File: config.mk
export PLATFORM = sky130hd
export DESIGN_NAME = autoneg_partner_page_regs
export DESIGN_NICKNAME = d
export VERILOG_FILES = /design/src/logic/an_regs_pkg.sv /design/src/logic/autoneg_partner_page_regs.sv
export SDC_FILE = /design/constraint.sdc
export NUM_CORES = 1
export LEC_CHECK = 0
export BUFFER_PORTS_ARGS = -buffer_cell sky130_fd_sc_hd__buf_2
export CORE_MARGIN = 2
export CORE_UTILIZATION = 25
export CTS_CLUSTER_DIAMETER = 50
export DETAILED_ROUTE_END_ITERATION = 12
export GPL_TIMING_DRIVEN = 0
export RECOVER_POWER = 25
export SYNTH_ARGS = -nofsm -noshare
export SYNTH_HDL_FRONTEND = slang
export SYNTH_SLANG_ARGS = --single-unit
export TNS_END_PERCENT = 5
File: constraint.sdc
create_clock -name aclk -period 1.7 [get_ports aclk]
set_input_delay 0.51 -clock aclk [delete_from_list [all_inputs] [get_ports aclk]]
set_output_delay 0.51 -clock aclk [all_outputs]
set_load 0.05 [all_outputs]
File: src/logic/an_regs_pkg.sv
// Package: register map, field layout and carrier types of the partner page register bank
package an_regs_pkg;
   // Printed offsets are indexes; byte address is four times the index
   localparam logic [3:0] idx_partner_ability = 4'h5;
   localparam logic [3:0] idx_negotiation_expansion = 4'h6;
   localparam logic [3:0] idx_outgoing_page = 4'h7;
   localparam logic [7:0] addr_partner_ability = {2'h0, idx_partner_ability, 2'h0};
   localparam logic [7:0] addr_negotiation_expansion = {2'h0, idx_negotiation_expansion, 2'h0};
   localparam logic [7:0] addr_outgoing_page = {2'h0, idx_outgoing_page, 2'h0};
   localparam logic [7:0] addr_engine_ctrl = 8'h40;
   localparam logic [7:0] addr_engine_status = 8'h44;

   // Field positions
   localparam int pos_more_pages = 15;
   localparam int pos_ack = 14;
   localparam int pos_fault = 13;
   localparam int pos_message = 13;
   localparam int pos_comply = 12;
   localparam int pos_toggle = 11;
   localparam int pos_loc_known = 6;
   localparam int pos_store_sel = 5;
   localparam int pos_pd_fault = 4;
   localparam int pos_partner_multi = 3;
   localparam int pos_local_multi = 2;
   localparam int pos_page_rx = 1;
   localparam int pos_partner_neg = 0;
   localparam int code_width = 11;

   // Masks and reset values
   localparam logic [15:0] partner_ability_mask = 16'hEFFF;
   localparam logic [15:0] partner_ability_reset = 16'h0000;
   localparam logic [15:0] outgoing_page_reset = 16'h2001;
   localparam logic [15:0] outgoing_page_wmask = 16'hB7FF;
   localparam logic [31:0] bad_addr_data = 32'h0000_0000;
   localparam logic [1:0] resp_okay = 2'h0;
   localparam logic [1:0] resp_slverr = 2'h2;

   // Events and levels from the negotiation state machine
   typedef struct packed {
      logic base_page_valid;
      logic [15:0] base_page;
      logic next_page_valid;
      logic [15:0] next_page;
      logic page_received;
      logic partner_negotiates;
      logic partner_multi_page;
      logic parallel_detect_fault;
      logic local_ack;
      logic word_sent;
   } engine_in_type;

   typedef enum logic [1:0] {
      rd_idle = 2'b00,
      rd_resp = 2'b01
   } rd_state_type;

   typedef enum logic [1:0] {
      wr_idle = 2'b00,
      wr_resp = 2'b01
   } wr_state_type;

   typedef struct packed {
      logic [15:0] partner_ability;
      logic pd_fault;
      logic partner_multi;
      logic page_rx;
      logic partner_neg;
      logic [15:0] outgoing_page;
      logic last_toggle;
      logic engine_enable;
      rd_state_type rd_state;
      logic [31:0] rdata;
      logic [1:0] rresp;
      wr_state_type wr_state;
      logic aw_held;
      logic [7:0] aw_addr;
      logic w_held;
      logic [31:0] w_data;
      logic [3:0] w_strb;
      logic [1:0] bresp;
      logic [15:0] page_out;
      logic engine_enable_out;
   } state_type;
endpackage

File: src/logic/autoneg_partner_page_regs.sv
// Partner ability, expansion status and next page transmit registers behind an AXI4-Lite slave
//
// Added by the designer: the AXI4-Lite interface to the registers.
`timescale 1ns/10ps
`default_nettype none
module autoneg_partner_page_regs
   import an_regs_pkg::*;
(
   // Clock and reset
   input wire logic aclk,
   input wire logic aresetn,
   // AXI4-Lite write address and data
   input wire logic [7:0] s_axi_awaddr,
   input wire logic s_axi_awvalid,
   output logic s_axi_awready,
   input wire logic [31:0] s_axi_wdata,
   input wire logic [3:0] s_axi_wstrb,
   input wire logic s_axi_wvalid,
   output logic s_axi_wready,
   // AXI4-Lite write response
   output logic [1:0] s_axi_bresp,
   output logic s_axi_bvalid,
   input wire logic s_axi_bready,
   // AXI4-Lite read
   input wire logic [7:0] s_axi_araddr,
   input wire logic s_axi_arvalid,
   output logic s_axi_arready,
   output logic [31:0] s_axi_rdata,
   output logic [1:0] s_axi_rresp,
   output logic s_axi_rvalid,
   input wire logic s_axi_rready,
   // Negotiation state machine, same clock
   input wire engine_in_type engine_in,
   // Page handed to the transmit side and engine enable
   output logic [15:0] page_out,
   output logic engine_enable
);

   state_type state_reg;
   state_type state_next;

   logic aw_take;
   logic w_take;
   logic ar_take;
   logic [15:0] expansion_view;
   logic [15:0] outgoing_view;
   logic [31:0] read_word;
   logic read_ok;
   logic [15:0] wbits;
   logic [15:0] wmask16;

   // ----------------------------------------------------------------
   // Register views
   // ----------------------------------------------------------------
   always_comb begin
      expansion_view = 16'h0000;
      expansion_view[pos_loc_known] = 1'b1;
      expansion_view[pos_store_sel] = 1'b1;
      expansion_view[pos_pd_fault] = state_reg.pd_fault;
      expansion_view[pos_partner_multi] = state_reg.partner_multi;
      expansion_view[pos_local_multi] = 1'b1;
      expansion_view[pos_page_rx] = state_reg.page_rx;
      expansion_view[pos_partner_neg] = state_reg.partner_neg;
      outgoing_view = state_reg.outgoing_page;
      outgoing_view[pos_ack] = engine_in.local_ack;
      outgoing_view[pos_toggle] = ~state_reg.last_toggle;
   end

   always_comb begin
      read_ok = 1'b1;
      case (s_axi_araddr)
         addr_partner_ability: read_word = {16'h0000, state_reg.partner_ability & partner_ability_mask};
         addr_negotiation_expansion: read_word = {16'h0000, expansion_view};
         addr_outgoing_page: read_word = {16'h0000, outgoing_view};
         addr_engine_ctrl: read_word = {31'h0000_0000, state_reg.engine_enable};
         addr_engine_status: read_word = {31'h0000_0000, state_reg.last_toggle};
         default: begin
            read_word = bad_addr_data;
            read_ok = 1'b0;
         end
      endcase
   end

   assign aw_take = s_axi_awvalid & ~state_reg.aw_held & (state_reg.wr_state == wr_idle);
   assign w_take = s_axi_wvalid & ~state_reg.w_held & (state_reg.wr_state == wr_idle);
   assign ar_take = s_axi_arvalid & (state_reg.rd_state == rd_idle);
   assign wbits = state_reg.w_data[15:0];
   assign wmask16 = {{8{state_reg.w_strb[1]}}, {8{state_reg.w_strb[0]}}};

   // ----------------------------------------------------------------
   // Next state
   // ----------------------------------------------------------------
   always_comb begin
      state_next = state_reg;

      // Engine updates
      if (engine_in.base_page_valid) begin
         state_next.partner_ability = engine_in.base_page & partner_ability_mask;
      end else if (engine_in.next_page_valid && state_reg.partner_multi) begin
         // Later pages only overwrite when both ends do next pages
         state_next.partner_ability = engine_in.next_page & partner_ability_mask;
      end
      state_next.pd_fault = engine_in.parallel_detect_fault;
      state_next.partner_multi = engine_in.partner_multi_page;
      state_next.partner_neg = engine_in.partner_negotiates;
      if (engine_in.word_sent) begin
         // The word just sent carried the inverse of the remembered toggle
         state_next.last_toggle = ~state_reg.last_toggle;
      end

      // Read channel; clear before set so a new word is never lost
      if (ar_take) begin
         state_next.rdata = read_word;
         state_next.rresp = read_ok ? resp_okay : resp_slverr;
         state_next.rd_state = rd_resp;
         if (s_axi_araddr == addr_negotiation_expansion) begin
            state_next.page_rx = 1'b0;
         end
      end else if (state_reg.rd_state == rd_resp && s_axi_rready) begin
         state_next.rd_state = rd_idle;
      end
      if (engine_in.page_received) begin
         state_next.page_rx = 1'b1;
      end

      // Write channel: address and data taken in either order
      if (aw_take) begin
         state_next.aw_held = 1'b1;
         state_next.aw_addr = s_axi_awaddr;
      end
      if (w_take) begin
         state_next.w_held = 1'b1;
         state_next.w_data = s_axi_wdata;
         state_next.w_strb = s_axi_wstrb;
      end
      if (state_reg.wr_state == wr_idle && state_reg.aw_held && state_reg.w_held) begin
         state_next.aw_held = 1'b0;
         state_next.w_held = 1'b0;
         state_next.wr_state = wr_resp;
         state_next.bresp = resp_okay;
         case (state_reg.aw_addr)
            addr_outgoing_page: begin
               // Only writable fields move; acknowledge and toggle stay put
               state_next.outgoing_page = (state_reg.outgoing_page & ~(outgoing_page_wmask & wmask16))
                  | (wbits & outgoing_page_wmask & wmask16);
            end
            addr_engine_ctrl: begin
               if (state_reg.w_strb[0]) begin
                  state_next.engine_enable = state_reg.w_data[0];
               end
            end
            addr_partner_ability, addr_negotiation_expansion, addr_engine_status: begin
               state_next.bresp = resp_okay;
            end
            default: state_next.bresp = resp_slverr;
         endcase
      end else if (state_reg.wr_state == wr_resp && s_axi_bready) begin
         state_next.wr_state = wr_idle;
      end

      state_next.page_out = outgoing_view;
      state_next.engine_enable_out = state_next.engine_enable;
   end

   // ----------------------------------------------------------------
   // State register
   // ----------------------------------------------------------------
   always_ff @(posedge aclk) begin
      if (!aresetn) begin
         state_reg <= '0;
         state_reg.partner_ability <= partner_ability_reset;
         state_reg.outgoing_page <= outgoing_page_reset;
         state_reg.rd_state <= rd_idle;
         state_reg.wr_state <= wr_idle;
         state_reg.page_out <= outgoing_page_reset ^ 16'h0800;
      end else begin
         state_reg <= state_next;
      end
   end

   // ----------------------------------------------------------------
   // Outputs
   // ----------------------------------------------------------------
   assign s_axi_awready = ~state_reg.aw_held & (state_reg.wr_state == wr_idle);
   assign s_axi_wready = ~state_reg.w_held & (state_reg.wr_state == wr_idle);
   assign s_axi_bvalid = (state_reg.wr_state == wr_resp);
   assign s_axi_bresp = state_reg.bresp;
   assign s_axi_arready = (state_reg.rd_state == rd_idle);
   assign s_axi_rvalid = (state_reg.rd_state == rd_resp);
   assign s_axi_rdata = state_reg.rdata;
   assign s_axi_rresp = state_reg.rresp;
   assign page_out = state_reg.page_out;
   assign engine_enable = state_reg.engine_enable_out;

endmodule
`default_nettype wire

==> out/qor.yml, run 1 <==
drt:
  totalWireLength_mm: 10.8
  via_per_inst: 4.07
  drtIter0Drc: 189
  ant_nets: 0
  drt_pass1_iterations: 4
  drt-wirelength-per-cell_um: 12.9
  vias: 3412
  remaining_drc_errors: 0
cts:
  holdBufCountCts: 0
  cts_sinks: 97
  root_buffer: "clkbuf_16"
  clockBufferDepth: 2
  htreeDepth: 3
  cts_setup_buffers: 0
  cts_resized: 0
  clk_pin_slew_ns: 0.06
  tritoncts: "yes"
  insertion_delay_ns: 0.35
  numCtsBuffers: 9
pwr:
  total_power_mw: 5.24
  p_leak_nw: 2.79
  vdd_drop_max_mv: 0.451
  power_density_mw_per_mm2: 934
floorplan:
  die_w_um: 136
  initial_core_util: 0.254
  coreArea_mm2: 0.0172
  dieArea_mm2: 0.0185
  io_pins: 157
  fp.dieH_um: 136
  rows: 48
flow_run:
  maxCapViolations: 0
synthesis:
  syn_avg_cell_area_um2: 9.39
  ys_seq_area_frac: 0.445
  synth_cells: 465
  yosys_warnings: 0
  ys_ff_latch: 97
  syn_area_mm2: 0.00437
  synth_cell_types: 40
timing:
  period_needed_ns: 1.63
  hold-worst-slack_ns: 0.375
  finalSetupViolations: 0
  fmax_mhz: 612
  skew_ns: 0.00967
  worst_slew_pin_slew_ns: 0.514
  relSlewSlack: 0.657
  setup_ws_ns: 0.0655
  tns_ns: 0
  post-route-period-util: 0.961
  hold_viol: 0
  rsz0062_at_grt: "false"
  report.final.slew_viol_count: 0
global_routing:
  gr-total-overflow: 0
  grt_pass1_wl_mm: 16.3
  antenna_found_initial: 1
  grt_max_degree: 17
  grt_pass1_vias: 3198
  grt.total_usage: 0.117
finish:
  final_area_mm2: 0.00561
  finish.utilization: 0.327
  syn2layout_area_growth_pct: 28.5
  drive_gt1_frac: 0.338
  nets: 706
  fin_cells: 839
place:
  place_congestion: 0.765
  dpl_cell_area_mm2: 0.00529
  dpl.hpwl_mm: 8.61
  pre_cts_slack_ns: -0.0772
  placed_cells: 821
  portBuffers: 114
worst_hold_path:
  whs_path_depth: 2
  hp-class: "input pin to register"
setup_path:
  reg2reg_depth: 5
  worstPathRequired_ns: 1.19
  startpoint_type: "register"
  worstSetupPathType: "register to primary output"
  arrival_ns: 1.12
  worst-path-max-fanout: 5
  cp-end-kind: "primary output"
outcome:
  status: "finished, final reports clean"
cell usage in the layout (no fill, tap or decap), types with 4 or more instances in the layout:
cell type	Yosys	final
nor2b_1	17	17
and2_0	0	12
buf_2	10	123
a31oi_1	4	4
o21ai_1	10	10
o211a_1	16	16
and2_1	29	17
dfxtp_1	97	97
a21boi_1	27	21
conb_1	1	18
clkbuf_1	16	17
clkbuf_16	0	9
mux2_2	4	4
nand2b_1	6	6
nor2_1	8	6
a21boi_0	0	6
nand2_1	88	88
a21o_1	4	4
nand3_1	4	4
o21ai_0	5	5
buf_4	53	53
mux2i_1	37	37
logic make-up after synthesis:
| family | synth area share |
|---|---|
| AND/OR/NAND/NOR | 0.198 |
| flip-flops | 0.445 |
| AO/OA/AOI/OAI | 0.141 |
| buffers and inverters | 0.118 |
| multiplexers | 0.0952 |
| XOR/XNOR | 0.00201 |
| other | 0.000859 |
cell usage after synthesis (all sizes together):
| cell | instances | area share |
|---|---|---|
| nor2 | 8 | 0.0069 |
| mux2i | 37 | 0.085 |
| nand2 | 89 | 0.077 |
| and2 | 29 | 0.042 |
| and3b | 1 | 0.0020 |
| a21boi | 27 | 0.046 |
| nand4 | 3 | 0.013 |
| nand2b | 6 | 0.0086 |
| nand3 | 4 | 0.0046 |
| clkbuf | 16 | 0.014 |
| a21oi | 1 | 0.0011 |
| and4b | 1 | 0.0023 |
| o22ai | 2 | 0.0029 |
| mux2 | 4 | 0.010 |
| o311ai | 1 | 0.0020 |
| a22oi | 3 | 0.0052 |
| o31ai | 3 | 0.0075 |
| nor2b | 17 | 0.024 |
| nor3b | 1 | 0.0017 |
| nand3b | 2 | 0.0063 |
| o21ai | 15 | 0.017 |
| a31oi | 4 | 0.0057 |
| inv | 1 | 0.00086 |
| buf | 64 | 0.10 |
| o211a | 16 | 0.037 |
| xor2 | 1 | 0.0020 |
| o2111ai | 3 | 0.0060 |
| o21a | 1 | 0.0017 |
| nor4 | 2 | 0.0097 |
| conb | 1 | 0.00086 |
| dfxtp | 97 | 0.44 |
| o41ai | 1 | 0.0020 |
| a21o | 4 | 0.0069 |
worst max-delay path, stage by stage, from the launching register on:
cell and delay [ns]:
dfxtp_1 0.37, nor2_2 0.13, buf_2 0.28
path summary, 6_finish.rpt:
path | startpoint | endpoint | slack [ns]
min reg2reg | state_reg[104]$_SDFFE_PN0P_ | page_out[11]$_SDFF_PN1_ | 0.45
max reg2reg | state_reg[101]$_SDFFE_PN0P_ | s_axi_rdata[13]$_SDFFE_PN0P_ | 0.18
max | state_reg[65]$_SDFFE_PN0P_ | s_axi_awready | 0.07
min | engine_in[3] | expansion_view[3]$_SDFF_PN0_ | 0.37
cell type report:
type / instances / area [µm²]
diodes: 2 / 5.00
plain buffers: 80 / 510
clock buffers: 11 / 253
clock inverters: 5 / 62.6
fillers: 1855 / 11600
inverters: 1 / 3.75
multi-input cells: 304 / 1980
flip-flops and latches: 97 / 1940
well taps: 225 / 282
repair buffers: 114 / 571
where the power goes:
| part | total, mW | internal [mW] | switching (mW) |
|---|---|---|---|
| logic | 0.703 | 0.270 | 0.433 |
| registers | 2.43 | 2.37 | 0.0650 |
| clock network | 2.11 | 1.23 | 0.879 |
layer usage:
metal | GRT usage | wire length, µm | up-vias
li1 | - | - | 1789
met1 | 0.146 | 5060 | 1515
met2 | 0.191 | 4870 | 96
met3 | 0.0436 | 754 | 12
met4 | 0.0295 | 118 | 0
met5 | 0 | 0 | -
Power figures use the tool's default switching activity.
==> run 2, diff against run 1 <==
SETUP_SLACK_MARGIN = 0.3   (was unset)
==> out/qor.yml, run 2 (synthesis results as in run 1) <==
cts:
  cts_sinks: 97
  htreeDepth: 3
  clockBufferDepth: 2
  insertion_delay_ns: 0.34
  clk_pin_slew_ns: 0.08
  tritoncts: "yes"
  root_buffer: "clkbuf_16"
  numCtsBuffers: 9
pwr:
  vdd_drop_max_mv: 0.476
  p_leak_nw: 2.82
  p_int_mw: 3.68
  power_frac_comb: 0.145
  swShare: 0.281
  power_density_mw_per_mm2: 887
  p_clk_frac: 0.381
  seqPwrFrac: 0.475
  power.switching_mw: 1.44
global_routing:
  antenna_found_initial: 1
  grt.met3_usage: 0.0332
  top_usage_layer: "met2"
  grt_pass1_vias: 3223
  grt.total_usage: 0.119
  grt_max_degree: 19
  grt_pass1_wl_mm: 16.8
  gr-total-overflow: 0
  use_met1: 0.154
  grt_use_met2: 0.197
worst_hold_path:
  hp-class: "input pin to register"
floorplan:
  fp.dieH_um: 136
  io_pins: 157
  initial_core_util: 0.254
  dieArea_mm2: 0.0185
  die_w_um: 136
  rows: 48
  coreArea_mm2: 0.0172
timing:
  rsz0062_at_grt: "true"
  relSlewSlack: 0.650
  report.final.slew_viol_count: 0
  skew_ns: 0.00797
  hold-worst-slack_ns: 0.373
  post-route-period-util: 0.882
  fmax_mhz: 667
  hold_viol: 0
  worst_slew_pin_slew_ns: 0.524
  finalSetupViolations: 0
  setup_ws_ns: 0.200
  period_needed_ns: 1.50
setup_path:
  worstSetupPathType: "register to primary output"
  cp-end-kind: "primary output"
  startpoint_type: "register"
  worstPathRequired_ns: 1.19
  arrival_ns: 0.99
  worst-path-max-fanout: 2
  reg2reg_slack_ns: 0.29
finish:
  syn2layout_area_growth_pct: 32.3
  drive_gt1_frac: 0.353
  mostFrequentLayoutCell: "dfxtp_1"
  most-common-layout-cells: "92 x dfxtp_1, 88 x nand2_1, 83 x buf_4"
  register_area_mm2: 0.00195
  nets: 709
  diodes: 0
  multiInputGateArea_mm2: 0.00199
  fillCellCount: 1822
drt:
  totalWireLength_mm: 11.1
  ant_nets: 0
  drt-wirelength-per-cell_um: 13.3
  via_per_inst: 4.07
  vias: 3416
  drtIter0Drc: 122
  remaining_drc_errors: 0
  drt_pass1_iterations: 4
place:
  place_congestion: 0.737
  dpl.hpwl_mm: 8.58
  pre_cts_slack_ns: -0.123
  portBuffers: 114
flow_run:
  maxCapViolations: 0
outcome:
  status: "finished, final reports clean"
## run 2: cell types whose count changed in the layout (fill, tap and decap cells not counted), sizes merged
cell,previous run,this run
bufinv,1,0
clkbuf,28,29
diode,2,0
inv,2,4
clkinv,1,2
## run 2: repair_timing
item,in CTS,in global routing
endpoints found under the setup margin,89,90
cloned,0,0
hold buffers,0,0
gates resized for setup,54,6
setup buffers,2,1
endpoints found under the hold margin,0,0
pin swaps,2,2
## run 2: critical path, stage by stage, from the launching register on
cell	delay (ns)
dfxtp_1	0.35
buf_4	0.11
buf_4	0.18
## run 2: area by class of cell
| class | instances | share of cell area |
|---|---|---|
| sequential | 97 | 0.338 |
| clock buffer | 9 | 0.0390 |
| buffer | 80 | 0.0921 |
| clock inverter | 7 | 0.0106 |
| inverter | 1 | 0.000650 |
| multi-input combinational | 304 | 0.345 |
| tap | 225 | 0.0487 |
| timing repair buffer | 117 | 0.126 |
## run 2: final timing paths
check	startpoint	endpoint	depth (start not counted)
worst min register to register	state_reg[104]$_SDFFE_PN0P_	page_out[11]$_SDFF_PN1_	1
worst max register to register	state_reg[63]$_SDFFE_PN0P_	register	5
worst min-delay path	engine_in[3]	expansion_view[3]$_SDFF_PN0_	2
worst max-delay path	s_axi_rdata[15]$_SDFFE_PN0P_	s_axi_rdata[15]	2
## run 2: power groups by stage
stage	combinational (mW)	sequential (mW)	clock [mW]
detailed placement	0.720	2.49	0
global route	0.813	2.45	2.10
CTS	0.750	2.43	2.01
global placement	0.714	2.48	0
floorplan	0.509	2.48	0
finish	0.742	2.43	1.95
## run 2: routing by layer
layer	vias up	routed length [µm]
li1	1785	-
met1	1521	5290
met2	103	5080
met3	7	703
met4	0	67
met5	-	0
## run 2: metrics by stage
stage	std cells	setup TNS, ns	area [µm²]	total power, mW	utilization
2_1_floorplan	482	0	4460	2.98	-
6_report	840	0	5780	5.12	0.336
3_3_place_gp	821	-1.79	5310	3.20	0.309
3_5_place_dp	821	-1.99	5310	3.21	0.309
5_1_grt	840	0	5780	5.36	0.336
4_1_cts	839	0	5760	5.20	0.335
==> run 3, diff against run 2 <==
CTS_BUF_LIST = sky130_fd_sc_hd__clkbuf_8   (was unset)
==> out/qor.yml, run 3 (synthesis results as in run 1) <==
outcome:
  status: "finished, final reports clean"
flow_run:
  maxCapViolations: 0
timing:
  skew_ns: 0.0177
  post-route-period-util: 0.898
  rsz0062_at_grt: "true"
  finalSetupViolations: 0
  worst_slew_pin_slew_ns: 0.554
  relSlewSlack: 0.631
  hold-worst-slack_ns: 0.346
  period_needed_ns: 1.53
  setup_ws_ns: 0.173
  fmax_mhz: 655
  hold_viol: 0
  report.final.slew_viol_count: 0
finish:
  nets: 711
  syn2layout_area_growth_pct: 31.4
  fin_cells: 842
  fillCellCount: 1820
  most-common-layout-cells: "90 x dfxtp_1, 88 x nand2_1, 79 x buf_2, 79 x buf_4, 37 x mux2i_1"
  mostFrequentLayoutCell: "dfxtp_1"
  drive_gt1_frac: 0.358
  diodes: 0
setup_path:
  startpoint_type: "register"
  critical_path_buf_inv_count: 1
  cp_slowest_cell: "dfxtp_1"
  worstPathRequired_ns: 1.19
  worstSetupPathType: "register to primary output"
  cp-end-kind: "primary output"
  r2r_end: "state_reg[30]$_SDFFE_PN0P_"
  timing.rr.start: "state_reg[55]$_SDFFE_PP0P_"
  reg2reg_slack_ns: 0.22
  crit_family: "flip-flops"
  reg2reg_depth: 7
  cpPeakStageDelay_ns: 0.36
  worst-path-max-fanout: 3
  arrival_ns: 1.02
  cp_cell_sequence: "nor2_4 > buf_6"
drt:
  drtIter0Drc: 116
  vias: 3463
  remaining_drc_errors: 0
  drt-wirelength-per-cell_um: 13.3
  totalWireLength_mm: 11.2
  ant_nets: 0
  via_per_inst: 4.11
  drt_pass1_iterations: 4
global_routing:
  grt_use_met2: 0.197
  grt_max_degree: 19
  gr-total-overflow: 0
  grt_pass1_vias: 3229
  grt.met3_usage: 0.0328
  antenna_found_initial: 1
  use_met1: 0.155
  grt.total_usage: 0.119
  grt_pass1_wl_mm: 16.9
  top_usage_layer: "met2"
pwr:
  total_power_mw: 4.63
  power_density_mw_per_mm2: 807
  p_leak_nw: 2.79
  vdd_drop_max_mv: 0.361
cts:
  insertion_delay_ns: 0.38
  root_buffer: "clkbuf_8"
  numCtsBuffers: 9
  clk_pin_slew_ns: 0.09
  tritoncts: "yes"
  htreeDepth: 3
  clockBufferDepth: 2
  cts_sinks: 97
worst_hold_path:
  min_from: "engine_in[3]"
  holdPathEnd: "expansion_view[3]$_SDFF_PN0_"
  whs_path_depth: 2
  hp-class: "input pin to register"
place:
  pre_cts_slack_ns: -0.123
  place_congestion: 0.737
  portBuffers: 114
  dpl.hpwl_mm: 8.58
  placed_cells: 821
floorplan:
  initial_core_util: 0.254
  rows: 48
  fp.dieH_um: 136
  dieArea_mm2: 0.0185
  io_pins: 157
  die_w_um: 136
  coreArea_mm2: 0.0172
-- run 3: cell types whose count changed in the layout (fill, tap and decap cells not counted), moves of 2 or more --
cell,delta
buf_6,+8
clkbuf_16,-9
dfxtp_1,-2
clkbuf_8,+9
buf_4,-4
dfxtp_2,+2
buf_2,-3
-- run 3: routing by layer --
| metal | routed length, µm | vias up |
|---|---|---|
| met3 | 743 | 7 |
| met2 | 5070 | 111 |
| met5 | 0 | - |
| li1 | - | 1788 |
| met1 | 5300 | 1557 |
| met4 | 67 | 0 |
-- run 3: what timing repair did --
action	CTS	global route
gates resized for setup	70	8
pin swaps	1	3
endpoints found under the hold margin	0	0
setup endpoints to repair	81	91
buffers inserted	3	2
hold buffers	0	0
-- run 3: area by class of cell --
type | instances | area (µm²) | area share
inverter | 1 | 3.75 | 0.000654
clock buffer | 9 | 124 | 0.0216
tap | 225 | 282 | 0.0491
timing repair buffer | 119 | 782 | 0.136
multi-input combinational | 304 | 1990 | 0.346
sequential | 97 | 1960 | 0.341
buffer | 80 | 542 | 0.0944
clock inverter | 7 | 61.3 | 0.0107
-- run 3: how the worst max path moves through the flow --
stage	cells after the start	to	startpoint	slack [ns]
after floorplan	5	s_axi_rdata[4]$_SDFFE_PN0P_	s_axi_araddr[0]	0.25
after global routing	7	state_reg[25]$_SDFFE_PN0P_	state_reg[55]$_SDFFE_PP0P_	0.06
after detailed placement	6	s_axi_rdata[15]$_SDFFE_PN0P_	s_axi_arvalid	-0.12
final	2	s_axi_awready	state_reg[64]$_SDFFE_PP0P_	0.17
after CTS	2	s_axi_awready	state_reg[65]$_SDFFE_PN0P_	0.16
after global placement	6	s_axi_rdata[7]$_SDFFE_PN0P_	s_axi_arvalid	-0.10
-- run 3: metrics by stage --
stage          TNS, ns   util  area, µm²
2_1_floorplan        0      -       4460
3_3_place_gp     -1.79  0.309       5310
3_5_place_dp     -1.99  0.309       5310
4_1_cts              0  0.333       5720
5_1_grt              0  0.334       5740
6_report             0  0.334       5740
-- run 3: worst reg2reg max path: stages, from the launching register on --
cell and delay [ns]:
dfxtp_2 0.35, nor2_4 0.13, buf_4 0.12, and2_1 0.10
clkbuf_1 0.34, buf_6 0.21, nand2_1 0.08, a21boi_1 0.11
-- run 3: power by group --
part	internal, mW	total, mW	switching, mW	leakage [nW]
registers	2.36	2.43	0.0675	0.796
logic	0.311	0.754	0.443	1.90
clock network	0.558	1.44	0.885	0.0884
